## config.mk

```make
export PLATFORM = sky130hd
export DESIGN_NAME = pcix_host_bus_interface
export DESIGN_NICKNAME = d
export VERILOG_FILES = /design/src/hw/pcix_host_bus_pkg.sv /design/src/hw/pcix_host_bus_interface.sv
export SDC_FILE = /design/constraint.sdc
export NUM_CORES = 2
export LEC_CHECK = 0
export ABC_AREA = 1
export BUFFER_PORTS_ARGS = -buffer_cell sky130_fd_sc_hd__buf_4
export CORE_ASPECT_RATIO = 2
export CORE_MARGIN = 5
export CORE_UTILIZATION = 30
export CTS_BUF_LIST = sky130_fd_sc_hd__clkbuf_8
export CTS_CLUSTER_DIAMETER = 30
export DETAILED_ROUTE_END_ITERATION = 16
export PLACE_DENSITY_LB_ADDON = 0.2
export SYNTH_ARGS = -nofsm -noshare
export SYNTH_HDL_FRONTEND = slang
export SYNTH_SLANG_ARGS = --single-unit
```

## constraint.sdc

```tcl
create_clock -name clk -period 12.6 [get_ports clk]
set_input_delay 3.15 -clock clk [delete_from_list [all_inputs] [get_ports clk]]
set_output_delay 3.15 -clock clk [all_outputs]
set_load 0.03 [all_outputs]
```

## src/hw/pcix_host_bus_pkg.sv

```systemverilog
// Constants for the host bus interface block
// Behaviour
// PCI-X: assert frame within 6 clocks of grant
// PCI: assert frame within 16 clocks of grant
// Odd-DWORD 64-bit register access moves upper data correctly
// Filter table writes work at any alignment
// Segmentation fetches split at 8 Kbytes
// Host splits jumbo frames over several buffers
// Flash window refuses 64-bit width
// Zero-byte flash write causes no flash access
// Flash disable from init word; ROM BAR zero
// ROM size follows setting; disabled never claims
// Host keeps flash disable bit cleared
// Alignment and DMA limits only in PCI-X; code also splits TSO fetches and handles odd-DWORD lanes in PCI mode
// Sample REQ64 at reset release for width
// Bus mode fixed until next reset
// 32-bit register write touches one DWORD only
package pcix_host_bus_pkg;

  // ************************************************************
  // Timing
  // ************************************************************
  localparam int GNT_FRAME_PCIX_CLK = 6;
  localparam int GNT_FRAME_PCI_CLK  = 16;
  localparam logic [4:0] GNT_WAIT_LIMIT_PCIX = 5'h06;
  localparam logic [4:0] GNT_WAIT_LIMIT_PCI  = 5'h10;

  // ************************************************************
  // DMA
  // ************************************************************
  localparam logic [15:0] DMA_MAX_BYTES = 16'h2000;

  // ************************************************************
  // Initialisation word and expansion ROM
  // ************************************************************
  localparam logic [7:0]  INIT_WORD2_ADDR  = 8'h0f;
  localparam int          FLASH_DIS_BIT    = 8;
  localparam logic [31:0] ROM_MIN_SIZE     = 32'h0001_0000;
  localparam int          ROM_BAR_EN_BIT   = 0;
  localparam logic [31:0] ROM_BAR_RESET    = 32'h0000_0000;

  // ************************************************************
  // Initiator states
  // ************************************************************
  typedef enum logic [3:0] {
    M_IDLE = 4'b0001,
    M_REQ  = 4'b0010,
    M_DATA = 4'b0100,
    M_TURN = 4'b1000
  } mst_state_type;

endpackage

```

## src/hw/pcix_host_bus_interface.sv

```systemverilog
// Host bus target and initiator logic of the network controller
`timescale 1ns/10ps
module pcix_host_bus_interface #(
  parameter int REG_WORDS = 64,
  parameter int IDX_W     = 6
) (
  input  wire logic        clk,
  input  wire logic        sys_rst,
  input  wire logic        req64_n_pin,
  input  wire logic        pcix_mode_pin,
  input  wire logic        gnt_n_pin,
  input  wire logic        bus_idle_pin,
  output logic             bus_req_n,
  output logic             frame_n_out,
  output logic             frame_oe_n,
  output logic [31:0]      mst_addr,
  output logic [15:0]      mst_len,
  input  wire logic        eeprom_word_valid,
  input  wire logic [7:0]  eeprom_word_addr,
  input  wire logic [15:0] eeprom_word_data,
  input  wire logic [1:0]  flash_size,
  input  wire logic        rom_bar_we,
  input  wire logic [31:0] rom_bar_wdata,
  output logic [31:0]      rom_bar_rdata,
  input  wire logic        tgt_valid,
  input  wire logic        tgt_reg_sel,
  input  wire logic        tgt_write,
  input  wire logic        tgt_req64,
  input  wire logic [31:0] tgt_addr,
  input  wire logic [63:0] tgt_wdata,
  input  wire logic [7:0]  tgt_be_n,
  output logic             tgt_claim,
  output logic             tgt_done,
  output logic             tgt_ack64_n,
  output logic [63:0]      tgt_rdata,
  output logic             flash_cs_n,
  output logic             flash_we_n,
  output logic [18:0]      flash_addr,
  output logic [31:0]      flash_wdata,
  input  wire logic [31:0] flash_rdata,
  input  wire logic        dma_req_valid,
  input  wire logic        dma_req_tso,
  input  wire logic [31:0] dma_req_addr,
  input  wire logic [15:0] dma_req_len,
  output logic             dma_req_ready,
  output logic             dma_busy
);

  initial begin
    if (REG_WORDS != (1 << IDX_W) || IDX_W < 2) begin
      $error("REG_WORDS must equal 2**IDX_W");
    end
  end

  // Byte-enable merge, used on both register lanes
  function automatic logic [31:0] be_merge(input logic [31:0] old_v,
                                           input logic [31:0] new_v,
                                           input logic [3:0]  be_n);
    logic [31:0] r;
    r = old_v;
    for (int b = 0; b < 4; b++) begin
      if (!be_n[b]) begin
        r[b*8 +: 8] = new_v[b*8 +: 8];
      end
    end
    return r;
  endfunction

  // ************************************************************
  // Pin synchronisers
  // ************************************************************
  logic [1:0] req64_sync_reg;
  logic [1:0] mode_sync_reg;
  logic [1:0] gnt_sync_reg;
  logic [1:0] idle_sync_reg;

  always_ff @(posedge clk or posedge sys_rst) begin
    if (sys_rst) begin
      req64_sync_reg <= 2'h3;
      mode_sync_reg  <= 2'h0;
      gnt_sync_reg   <= 2'h3;
      idle_sync_reg  <= 2'h0;
    end else begin
      req64_sync_reg <= {req64_sync_reg[0], req64_n_pin};
      mode_sync_reg  <= {mode_sync_reg[0], pcix_mode_pin};
      gnt_sync_reg   <= {gnt_sync_reg[0], gnt_n_pin};
      idle_sync_reg  <= {idle_sync_reg[0], bus_idle_pin};
    end
  end

  wire gnt_seen = !gnt_sync_reg[1];
  wire bus_idle = idle_sync_reg[1];

  // ************************************************************
  // Strap capture at reset release
  // ************************************************************
  // Straps pass the synchroniser first, so they are taken on the
  // third edge after release; the host holds them stable meanwhile.
  logic [1:0] init_cnt_reg;
  logic       init_done_reg;
  logic       bus64_reg;
  logic       pcix_mode_reg;

  always_ff @(posedge clk or posedge sys_rst) begin
    if (sys_rst) begin
      init_cnt_reg  <= 2'h0;
      init_done_reg <= 1'b0;
      bus64_reg     <= 1'b0;
      pcix_mode_reg <= 1'b0;
    end else if (!init_done_reg) begin
      init_cnt_reg <= init_cnt_reg + 2'h1;
      if (init_cnt_reg == 2'h2) begin
        init_done_reg <= 1'b1;
        bus64_reg     <= !req64_sync_reg[1];
        pcix_mode_reg <= mode_sync_reg[1];
      end
    end
  end

  // ************************************************************
  // Initialisation word and expansion ROM decode
  // ************************************************************
  logic        flash_dis_reg;
  logic [31:0] rom_base_reg;

  always_ff @(posedge clk or posedge sys_rst) begin
    if (sys_rst) begin
      flash_dis_reg <= 1'b0;
      rom_base_reg  <= pcix_host_bus_pkg::ROM_BAR_RESET;
    end else begin
      if (eeprom_word_valid &&
          eeprom_word_addr == pcix_host_bus_pkg::INIT_WORD2_ADDR) begin
        flash_dis_reg <=
          eeprom_word_data[pcix_host_bus_pkg::FLASH_DIS_BIT];
      end
      if (rom_bar_we) begin
        rom_base_reg <= rom_bar_wdata;
      end
    end
  end

  wire [31:0] rom_size = pcix_host_bus_pkg::ROM_MIN_SIZE << flash_size;
  wire [31:0] rom_mask = ~(rom_size - 32'h1);
  // Disabled flash never decodes, not even at base zero
  wire rom_hit = !flash_dis_reg &&
                 rom_base_reg[pcix_host_bus_pkg::ROM_BAR_EN_BIT] &&
                 ((tgt_addr & rom_mask) ==
                  (rom_base_reg & rom_mask));
  assign rom_bar_rdata = flash_dis_reg ? 32'h0000_0000
                                       : (rom_base_reg & rom_mask);

  // ************************************************************
  // Register target
  // ************************************************************
  // The filter tables and flow-control address words live in this array
  logic [31:0] reg_mem [REG_WORDS];

  wire [IDX_W-1:0] idx      = tgt_addr[IDX_W+1:2];
  wire [IDX_W-1:0] idx_next = idx + {{(IDX_W-1){1'b0}}, 1'b1};
  wire [IDX_W-1:0] idx_even = {idx[IDX_W-1:1], 1'b0};
  wire             odd_dw   = tgt_addr[2];
  wire reg_acc  = tgt_valid && tgt_reg_sel;
  wire ack64    = reg_acc && tgt_req64 && bus64_reg;
  wire reg_wr   = reg_acc && tgt_write;
  // Odd start: first datum rides the upper lane into the addressed word
  // A 32-bit access uses the lower lane at either alignment
  wire wr_lo    = reg_wr && !(odd_dw && ack64);
  wire wr_hi    = reg_wr && ack64;
  wire [IDX_W-1:0] hi_idx = odd_dw ? idx : idx_next;
  wire [IDX_W-1:0] rd_lo_idx = ack64 ? idx_even : idx;

  always_ff @(posedge clk) begin
    if (wr_lo) begin
      reg_mem[idx] <= be_merge(reg_mem[idx], tgt_wdata[31:0],
                               tgt_be_n[3:0]);
    end
    if (wr_hi) begin
      reg_mem[hi_idx] <= be_merge(reg_mem[hi_idx], tgt_wdata[63:32],
                                  tgt_be_n[7:4]);
    end
  end

  // ************************************************************
  // Flash window
  // ************************************************************
  wire flash_acc = tgt_valid && !tgt_reg_sel && rom_hit;
  // 32-bit data sits on the lower lane; width is always refused
  wire flash_wr  = flash_acc && tgt_write &&
                   (tgt_be_n[3:0] != 4'hf);
  wire flash_rd  = flash_acc && !tgt_write;
  logic flash_rd_pend_reg;

  always_ff @(posedge clk or posedge sys_rst) begin
    if (sys_rst) begin
      flash_cs_n        <= 1'b1;
      flash_we_n        <= 1'b1;
      flash_addr        <= 19'h00000;
      flash_wdata       <= 32'h0000_0000;
      flash_rd_pend_reg <= 1'b0;
    end else begin
      flash_cs_n        <= !(flash_wr || flash_rd);
      flash_we_n        <= !flash_wr;
      flash_rd_pend_reg <= flash_rd;
      if (flash_wr || flash_rd) begin
        flash_addr  <= tgt_addr[18:0] & ~rom_mask[18:0];
        flash_wdata <= tgt_wdata[31:0];
      end
    end
  end

  // ************************************************************
  // Target answer
  // ************************************************************
  // Zero-byte flash writes still complete on the bus, silently
  always_ff @(posedge clk or posedge sys_rst) begin
    if (sys_rst) begin
      tgt_claim   <= 1'b0;
      tgt_done    <= 1'b0;
      tgt_ack64_n <= 1'b1;
      tgt_rdata   <= 64'h0;
    end else begin
      tgt_claim   <= reg_acc || flash_acc;
      tgt_done    <= reg_acc || (flash_acc && tgt_write) ||
                     flash_rd_pend_reg;
      tgt_ack64_n <= !ack64;
      if (reg_acc && !tgt_write) begin
        tgt_rdata <= {reg_mem[idx_even + {{(IDX_W-1){1'b0}}, 1'b1}],
                      reg_mem[rd_lo_idx]};
      end else if (flash_rd_pend_reg) begin
        tgt_rdata <= {32'h0000_0000, flash_rdata};
      end
    end
  end

  // ************************************************************
  // Initiator: transmit DMA
  // ************************************************************
  pcix_host_bus_pkg::mst_state_type st_reg;
  pcix_host_bus_pkg::mst_state_type st_next;
  logic [15:0] rem_reg;
  logic [31:0] cur_addr_reg;
  logic        split_reg;
  logic [15:0] beat_reg;
  logic [4:0]  gnt_wait_reg;

  // Large requests break the bus in PCI-X and for TSO; other PCI requests keep the whole length
  wire        split_need = dma_req_tso || pcix_mode_reg;
  wire        chunk_cut  = split_reg &&
                           (rem_reg > pcix_host_bus_pkg::DMA_MAX_BYTES);
  wire [15:0] chunk_len  = chunk_cut ? pcix_host_bus_pkg::DMA_MAX_BYTES
                                     : rem_reg;
  // One spare bit so long unsplit lengths do not wrap when rounded up
  wire [16:0] beats_x    = bus64_reg ? (({1'b0, chunk_len} + 17'h7) >> 3)
                                     : (({1'b0, chunk_len} + 17'h3) >> 2);
  wire [15:0] beats      = beats_x[15:0];
  wire        start_ok   = gnt_seen && bus_idle;

  assign dma_req_ready = init_done_reg && (st_reg == pcix_host_bus_pkg::M_IDLE)
                         && (rem_reg == 16'h0);
  assign dma_busy      = (rem_reg != 16'h0);

  always_comb begin
    st_next = st_reg;
    unique case (st_reg)
      pcix_host_bus_pkg::M_IDLE: begin
        if (rem_reg != 16'h0) st_next = pcix_host_bus_pkg::M_REQ;
      end
      pcix_host_bus_pkg::M_REQ: begin
        if (start_ok) st_next = pcix_host_bus_pkg::M_DATA;
      end
      pcix_host_bus_pkg::M_DATA: begin
        if (beat_reg == 16'h1) st_next = pcix_host_bus_pkg::M_TURN;
      end
      pcix_host_bus_pkg::M_TURN: begin
        st_next = pcix_host_bus_pkg::M_IDLE;
      end
    endcase
  end

  always_ff @(posedge clk or posedge sys_rst) begin
    if (sys_rst) begin
      st_reg       <= pcix_host_bus_pkg::M_IDLE;
      rem_reg      <= 16'h0;
      cur_addr_reg <= 32'h0;
      split_reg    <= 1'b0;
      beat_reg     <= 16'h0;
      gnt_wait_reg <= 5'h0;
      bus_req_n    <= 1'b1;
      frame_n_out  <= 1'b1;
      frame_oe_n   <= 1'b1;
      mst_addr     <= 32'h0;
      mst_len      <= 16'h0;
    end else begin
      st_reg <= st_next;
      if (dma_req_valid && dma_req_ready) begin
        rem_reg      <= dma_req_len;
        cur_addr_reg <= dma_req_addr;
        split_reg    <= split_need;
      end
      bus_req_n <= !(st_next == pcix_host_bus_pkg::M_REQ);
      gnt_wait_reg <= (st_reg == pcix_host_bus_pkg::M_REQ && gnt_seen)
                      ? gnt_wait_reg + 5'h1 : 5'h0;
      if (st_reg == pcix_host_bus_pkg::M_REQ && start_ok) begin
        // Frame drops in the very cycle the grant is honoured
        frame_n_out  <= 1'b0;
        frame_oe_n   <= 1'b0;
        mst_addr     <= cur_addr_reg;
        mst_len      <= chunk_len;
        beat_reg     <= (beats == 16'h0) ? 16'h1 : beats;
        rem_reg      <= rem_reg - chunk_len;
        cur_addr_reg <= cur_addr_reg + {16'h0, chunk_len};
      end else if (st_reg == pcix_host_bus_pkg::M_DATA) begin
        beat_reg <= beat_reg - 16'h1;
        if (beat_reg == 16'h1) frame_n_out <= 1'b1;
      end else if (st_reg == pcix_host_bus_pkg::M_TURN) begin
        frame_oe_n <= 1'b1;
      end
    end
  end

  // ************************************************************
  // Assertions
  // ************************************************************
  localparam int GNT_LIM_X = pcix_host_bus_pkg::GNT_FRAME_PCIX_CLK;
  localparam int GNT_LIM_P = pcix_host_bus_pkg::GNT_FRAME_PCI_CLK;

  a_pcix_gnt_frame: assert property (
    @(posedge clk) disable iff (sys_rst)
    (pcix_mode_reg && st_reg == pcix_host_bus_pkg::M_REQ)
      |-> gnt_wait_reg < GNT_LIM_X)
    else $error("PCI-X frame late after grant");

  a_pci_gnt_frame: assert property (
    @(posedge clk) disable iff (sys_rst)
    (!pcix_mode_reg && st_reg == pcix_host_bus_pkg::M_REQ)
      |-> gnt_wait_reg < GNT_LIM_P)
    else $error("PCI frame late after grant");

  a_odd_dword_hi: assert property (
    @(posedge clk) disable iff (sys_rst)
    (reg_wr && ack64 && odd_dw && tgt_be_n == 8'h00)
      |=> reg_mem[$past(idx)] == $past(tgt_wdata[63:32]))
    else $error("Upper DWORD lost at odd offset");

  a_dword_only: assert property (
    @(posedge clk) disable iff (sys_rst)
    (reg_wr && !ack64)
      |=> reg_mem[$past(idx_next)] == $past(reg_mem[idx_next]))
    else $error("32-bit write disturbed neighbour");

  a_dma_chunk_max: assert property (
    @(posedge clk) disable iff (sys_rst)
    (split_reg && st_reg == pcix_host_bus_pkg::M_DATA)
      |-> mst_len <= pcix_host_bus_pkg::DMA_MAX_BYTES)
    else $error("DMA request above limit");

  a_flash_no64: assert property (
    @(posedge clk) disable iff (sys_rst)
    flash_acc |=> tgt_ack64_n && tgt_claim)
    else $error("Flash window took 64-bit width");

  a_flash_zero_be: assert property (
    @(posedge clk) disable iff (sys_rst)
    (flash_acc && tgt_write && tgt_be_n[3:0] == 4'hf)
      |=> flash_cs_n && flash_we_n)
    else $error("Zero-byte write reached flash");

  a_rom_bar_zero: assert property (
    @(posedge clk) disable iff (sys_rst)
    flash_dis_reg |-> rom_bar_rdata == 32'h0000_0000)
    else $error("ROM BAR not zero when disabled");

  a_rom_no_claim: assert property (
    @(posedge clk) disable iff (sys_rst)
    (flash_dis_reg && tgt_valid && !tgt_reg_sel) |=> !tgt_claim)
    else $error("Disabled ROM claimed a cycle");

  a_mode_fixed: assert property (
    @(posedge clk) disable iff (sys_rst)
    (init_done_reg && $past(init_done_reg))
      |-> $stable(pcix_mode_reg) && $stable(bus64_reg))
    else $error("Bus mode changed after reset");

endmodule

```

==> results.json <==
{
  "outcome": "finished clean",
  "first_global_vias": 78473,
  "powerDensity_mw_per_mm2": 155.4,
  "ys_top_cells_by_count": "nand2_1 (2,304), edfxtp_1 (2,048), o21ai_0 (1,410)",
  "layout_min_cycle_time_ns": 7.030,
  "p_leak_nw": 40.54,
  "area_growth_syn_to_layout_pct": 14.27,
  "dpl_cell_area_mm2": 0.1117,
  "final_cell_area_mm2": 0.1200,
  "top_register": "reg_mem",
  "clk_latency_ns": 1.08,
  "vias_per_cell": 5.306,
  "finalCritPeriodShare_pct": 55.79,
  "wire_per_inst_um": 28.07,
  "required_ns": 9.45,
  "async_reset_ff_share_pct": 11.72,
  "grt_pass1_wl_um": 582800,
  "drc": 0,
  "tns_ns": 0,
  "yosys-top-cells-area": "edfxtp_1 (59%), nand2_1 (8.2%), o21ai_0 (6.7%)",
  "drive_gt1_share_pct": 12.75,
  "top_regs": "reg_mem: 2048 flops, tgt_rdata: 64 flops",
  "synth_cell_types": 57,
  "drtAntennaViolNets": 0,
  "clk_pin_slew_ns": 0.06,
  "post-route-util_pct": 34.36,
  "place_ws_ns": 5.109,
  "slew-limit-headroom_pct": 3.462,
  "tightest_slew_ns": 1.435,
  "numPortBuffers": 414,
  "p_total_mw": 18.65,
  "startpoint_type": "input port",
  "cp.arrival_ns": 3.88,
  "drt-total-wl_um": 417900,
  "layout_setup_ws_ns": 5.570,
  "die_area_mm2": 0.3626,
  "firstDrtPassIters": 8,
  "placed_cells": 14158,
  "max_freq_ghz": 0.1422,
  "num_vias": 78989,
  "postSynthCellCount": 9764,
  "cts_tree": "built",
  "drtIter0Drc": 7384,
  "clockBufferDepth": 4,
  "core_mm2": 0.3492,
  "reg2reg_slack_ns": 7.73,
  "cts-buffers-inserted": 398,
  "stdcell_count": 14888,
  "start_util_pct": 30.07,
  "synth-seq-area-share_pct": 65.07,
  "grt_usage_pct": 22.12,
  "place.gp.congestion": 0.9158,
  "core.rowCount": 307,
  "cts.sinks": 2320,
  "synth_edf_count": 2048,
  "worst-setup-path-type": "input port to primary output",
  "skew_ns": 0.08226,
  "ys.flop_type": "edfxtp_1",
  "num_io_pins": 461,
  "cts_hold_buf": 0,
  "worst_setup_path_end_kind": "primary output",
  "setup_violations": 0,
  "final_nets": 10200,
  "die_h_um": 846.6,
  "cts-root-buf": "clkbuf_8",
  "antenna_found_initial": 42,
  "ys_ff_latch": 2320,
  "hold_ws_ns": 0.3675,
  "peakVddDrop_mv": 0.08252,
  "yosys_warnings": 0,
  "post_cts_buffers": 0,
  "dpl.hpwl_um": 288100,
  "synth_area_mm2": 0.1050,
  "yosysTopAreaCell": "edfxtp_1",
  "finalHoldViolCount": 0,
  "grt-ovfl-total": 0,
  "rsz0062_at_grt": "no",
  "drv_cap": 0,
  "die_w_um": 428.3,
  "synth_top_area_share_pct": 58.58,
  "cts_resized": 0,
  "hold_path.class": "register to register",
  "synth.most_common_cell": "nand2_1",
  "cp_max_fo": 5,
  "largest_register_ffs": 2048,
  "h-tree-depth": 5,
  "slew_violations": 0,
  "syn_area_per_cell_um2": 10.75,
  "grt_max_degree": 174
}
[per-layer routing]
metal  global-route usage [%]  share of wire (%)
met1                    23.73                 35
met2                    39.51                 51
met3                    4.008                6.7
met4                    15.08                8.0
met5                        0              0.047
[area by class of cell]
class	count	area (µm²)
clock inverters	307	2624
flip-flops and latches	2320	68320
clock buffers	405	5574
fillers	34947	229200
multi-input cells	6391	32440
diodes	18	45.04
well taps	4635	5799
inverters	281	1080
repair buffers	531	4086
[cells by family after synthesis]
family | synth area share [%]
AO/OA/AOI/OAI | 16.41
XOR/XNOR | 0.2002
adder cells (fa/ha/maj) | 0.2574
buffers and inverters | 4.183
flip-flops | 65.07
multiplexers | 0.03218
other | 0.007153
AND/OR/NAND/NOR | 13.84
[cell usage in the layout (no fill, tap or decap), types with 14 or more instances in the layout]
| cell | instances |
|---|---|
| a21oi_1 | 183 |
| a22o_1 | 577 |
| a22oi_1 | 268 |
| buf_4 | 523 |
| bufinv_16 | 41 |
| clkbuf_8 | 405 |
| clkinv_1 | 82 |
| clkinv_2 | 45 |
| clkinv_4 | 14 |
| clkinvlp_4 | 37 |
| conb_1 | 17 |
| dfrtp_1 | 261 |
| diode_2 | 18 |
| edfxtp_1 | 2048 |
| ha_1 | 20 |
| inv_1 | 315 |
| inv_2 | 32 |
| inv_6 | 14 |
| nand2_1 | 2297 |
| nand3_1 | 258 |
| nand4_1 | 82 |
| nor2_1 | 592 |
| nor2_2 | 121 |
| nor3_1 | 118 |
| nor4_1 | 19 |
| o21ai_0 | 1409 |
| o21ai_1 | 90 |
| o22ai_1 | 142 |
| o31ai_1 | 35 |
[worst max-delay path, stage by stage]
cell	delay [ns]
buf_4	0.14
nand2_1	0.09
inv_1	0.05
nor3_1	0.23
buf_4	0.23
[power by group]
part           total (mW)  internal [mW]  switching (mW)
logic                2.59          0.750            1.84
clock network        7.27           3.88            3.39
registers            8.79           8.59           0.199
[final timing paths]
kind / startpoint / endpoint / cells past startpoint
setup / recovery: flash_size[1] / rom_bar_rdata[18] / 5
hold / removal: mode_sync_reg[0] / mode_sync_reg[1] / 0
setup reg to reg: rem_reg[6] / cur_addr_reg[26] / 21
hold reg to reg: mode_sync_reg[0] / mode_sync_reg[1] / 0
max in group asynchronous: sys_rst / flash_addr[5] / 3
min in group asynchronous: sys_rst / tgt_rdata[21] / 2
Power figures use the tool's default switching activity.
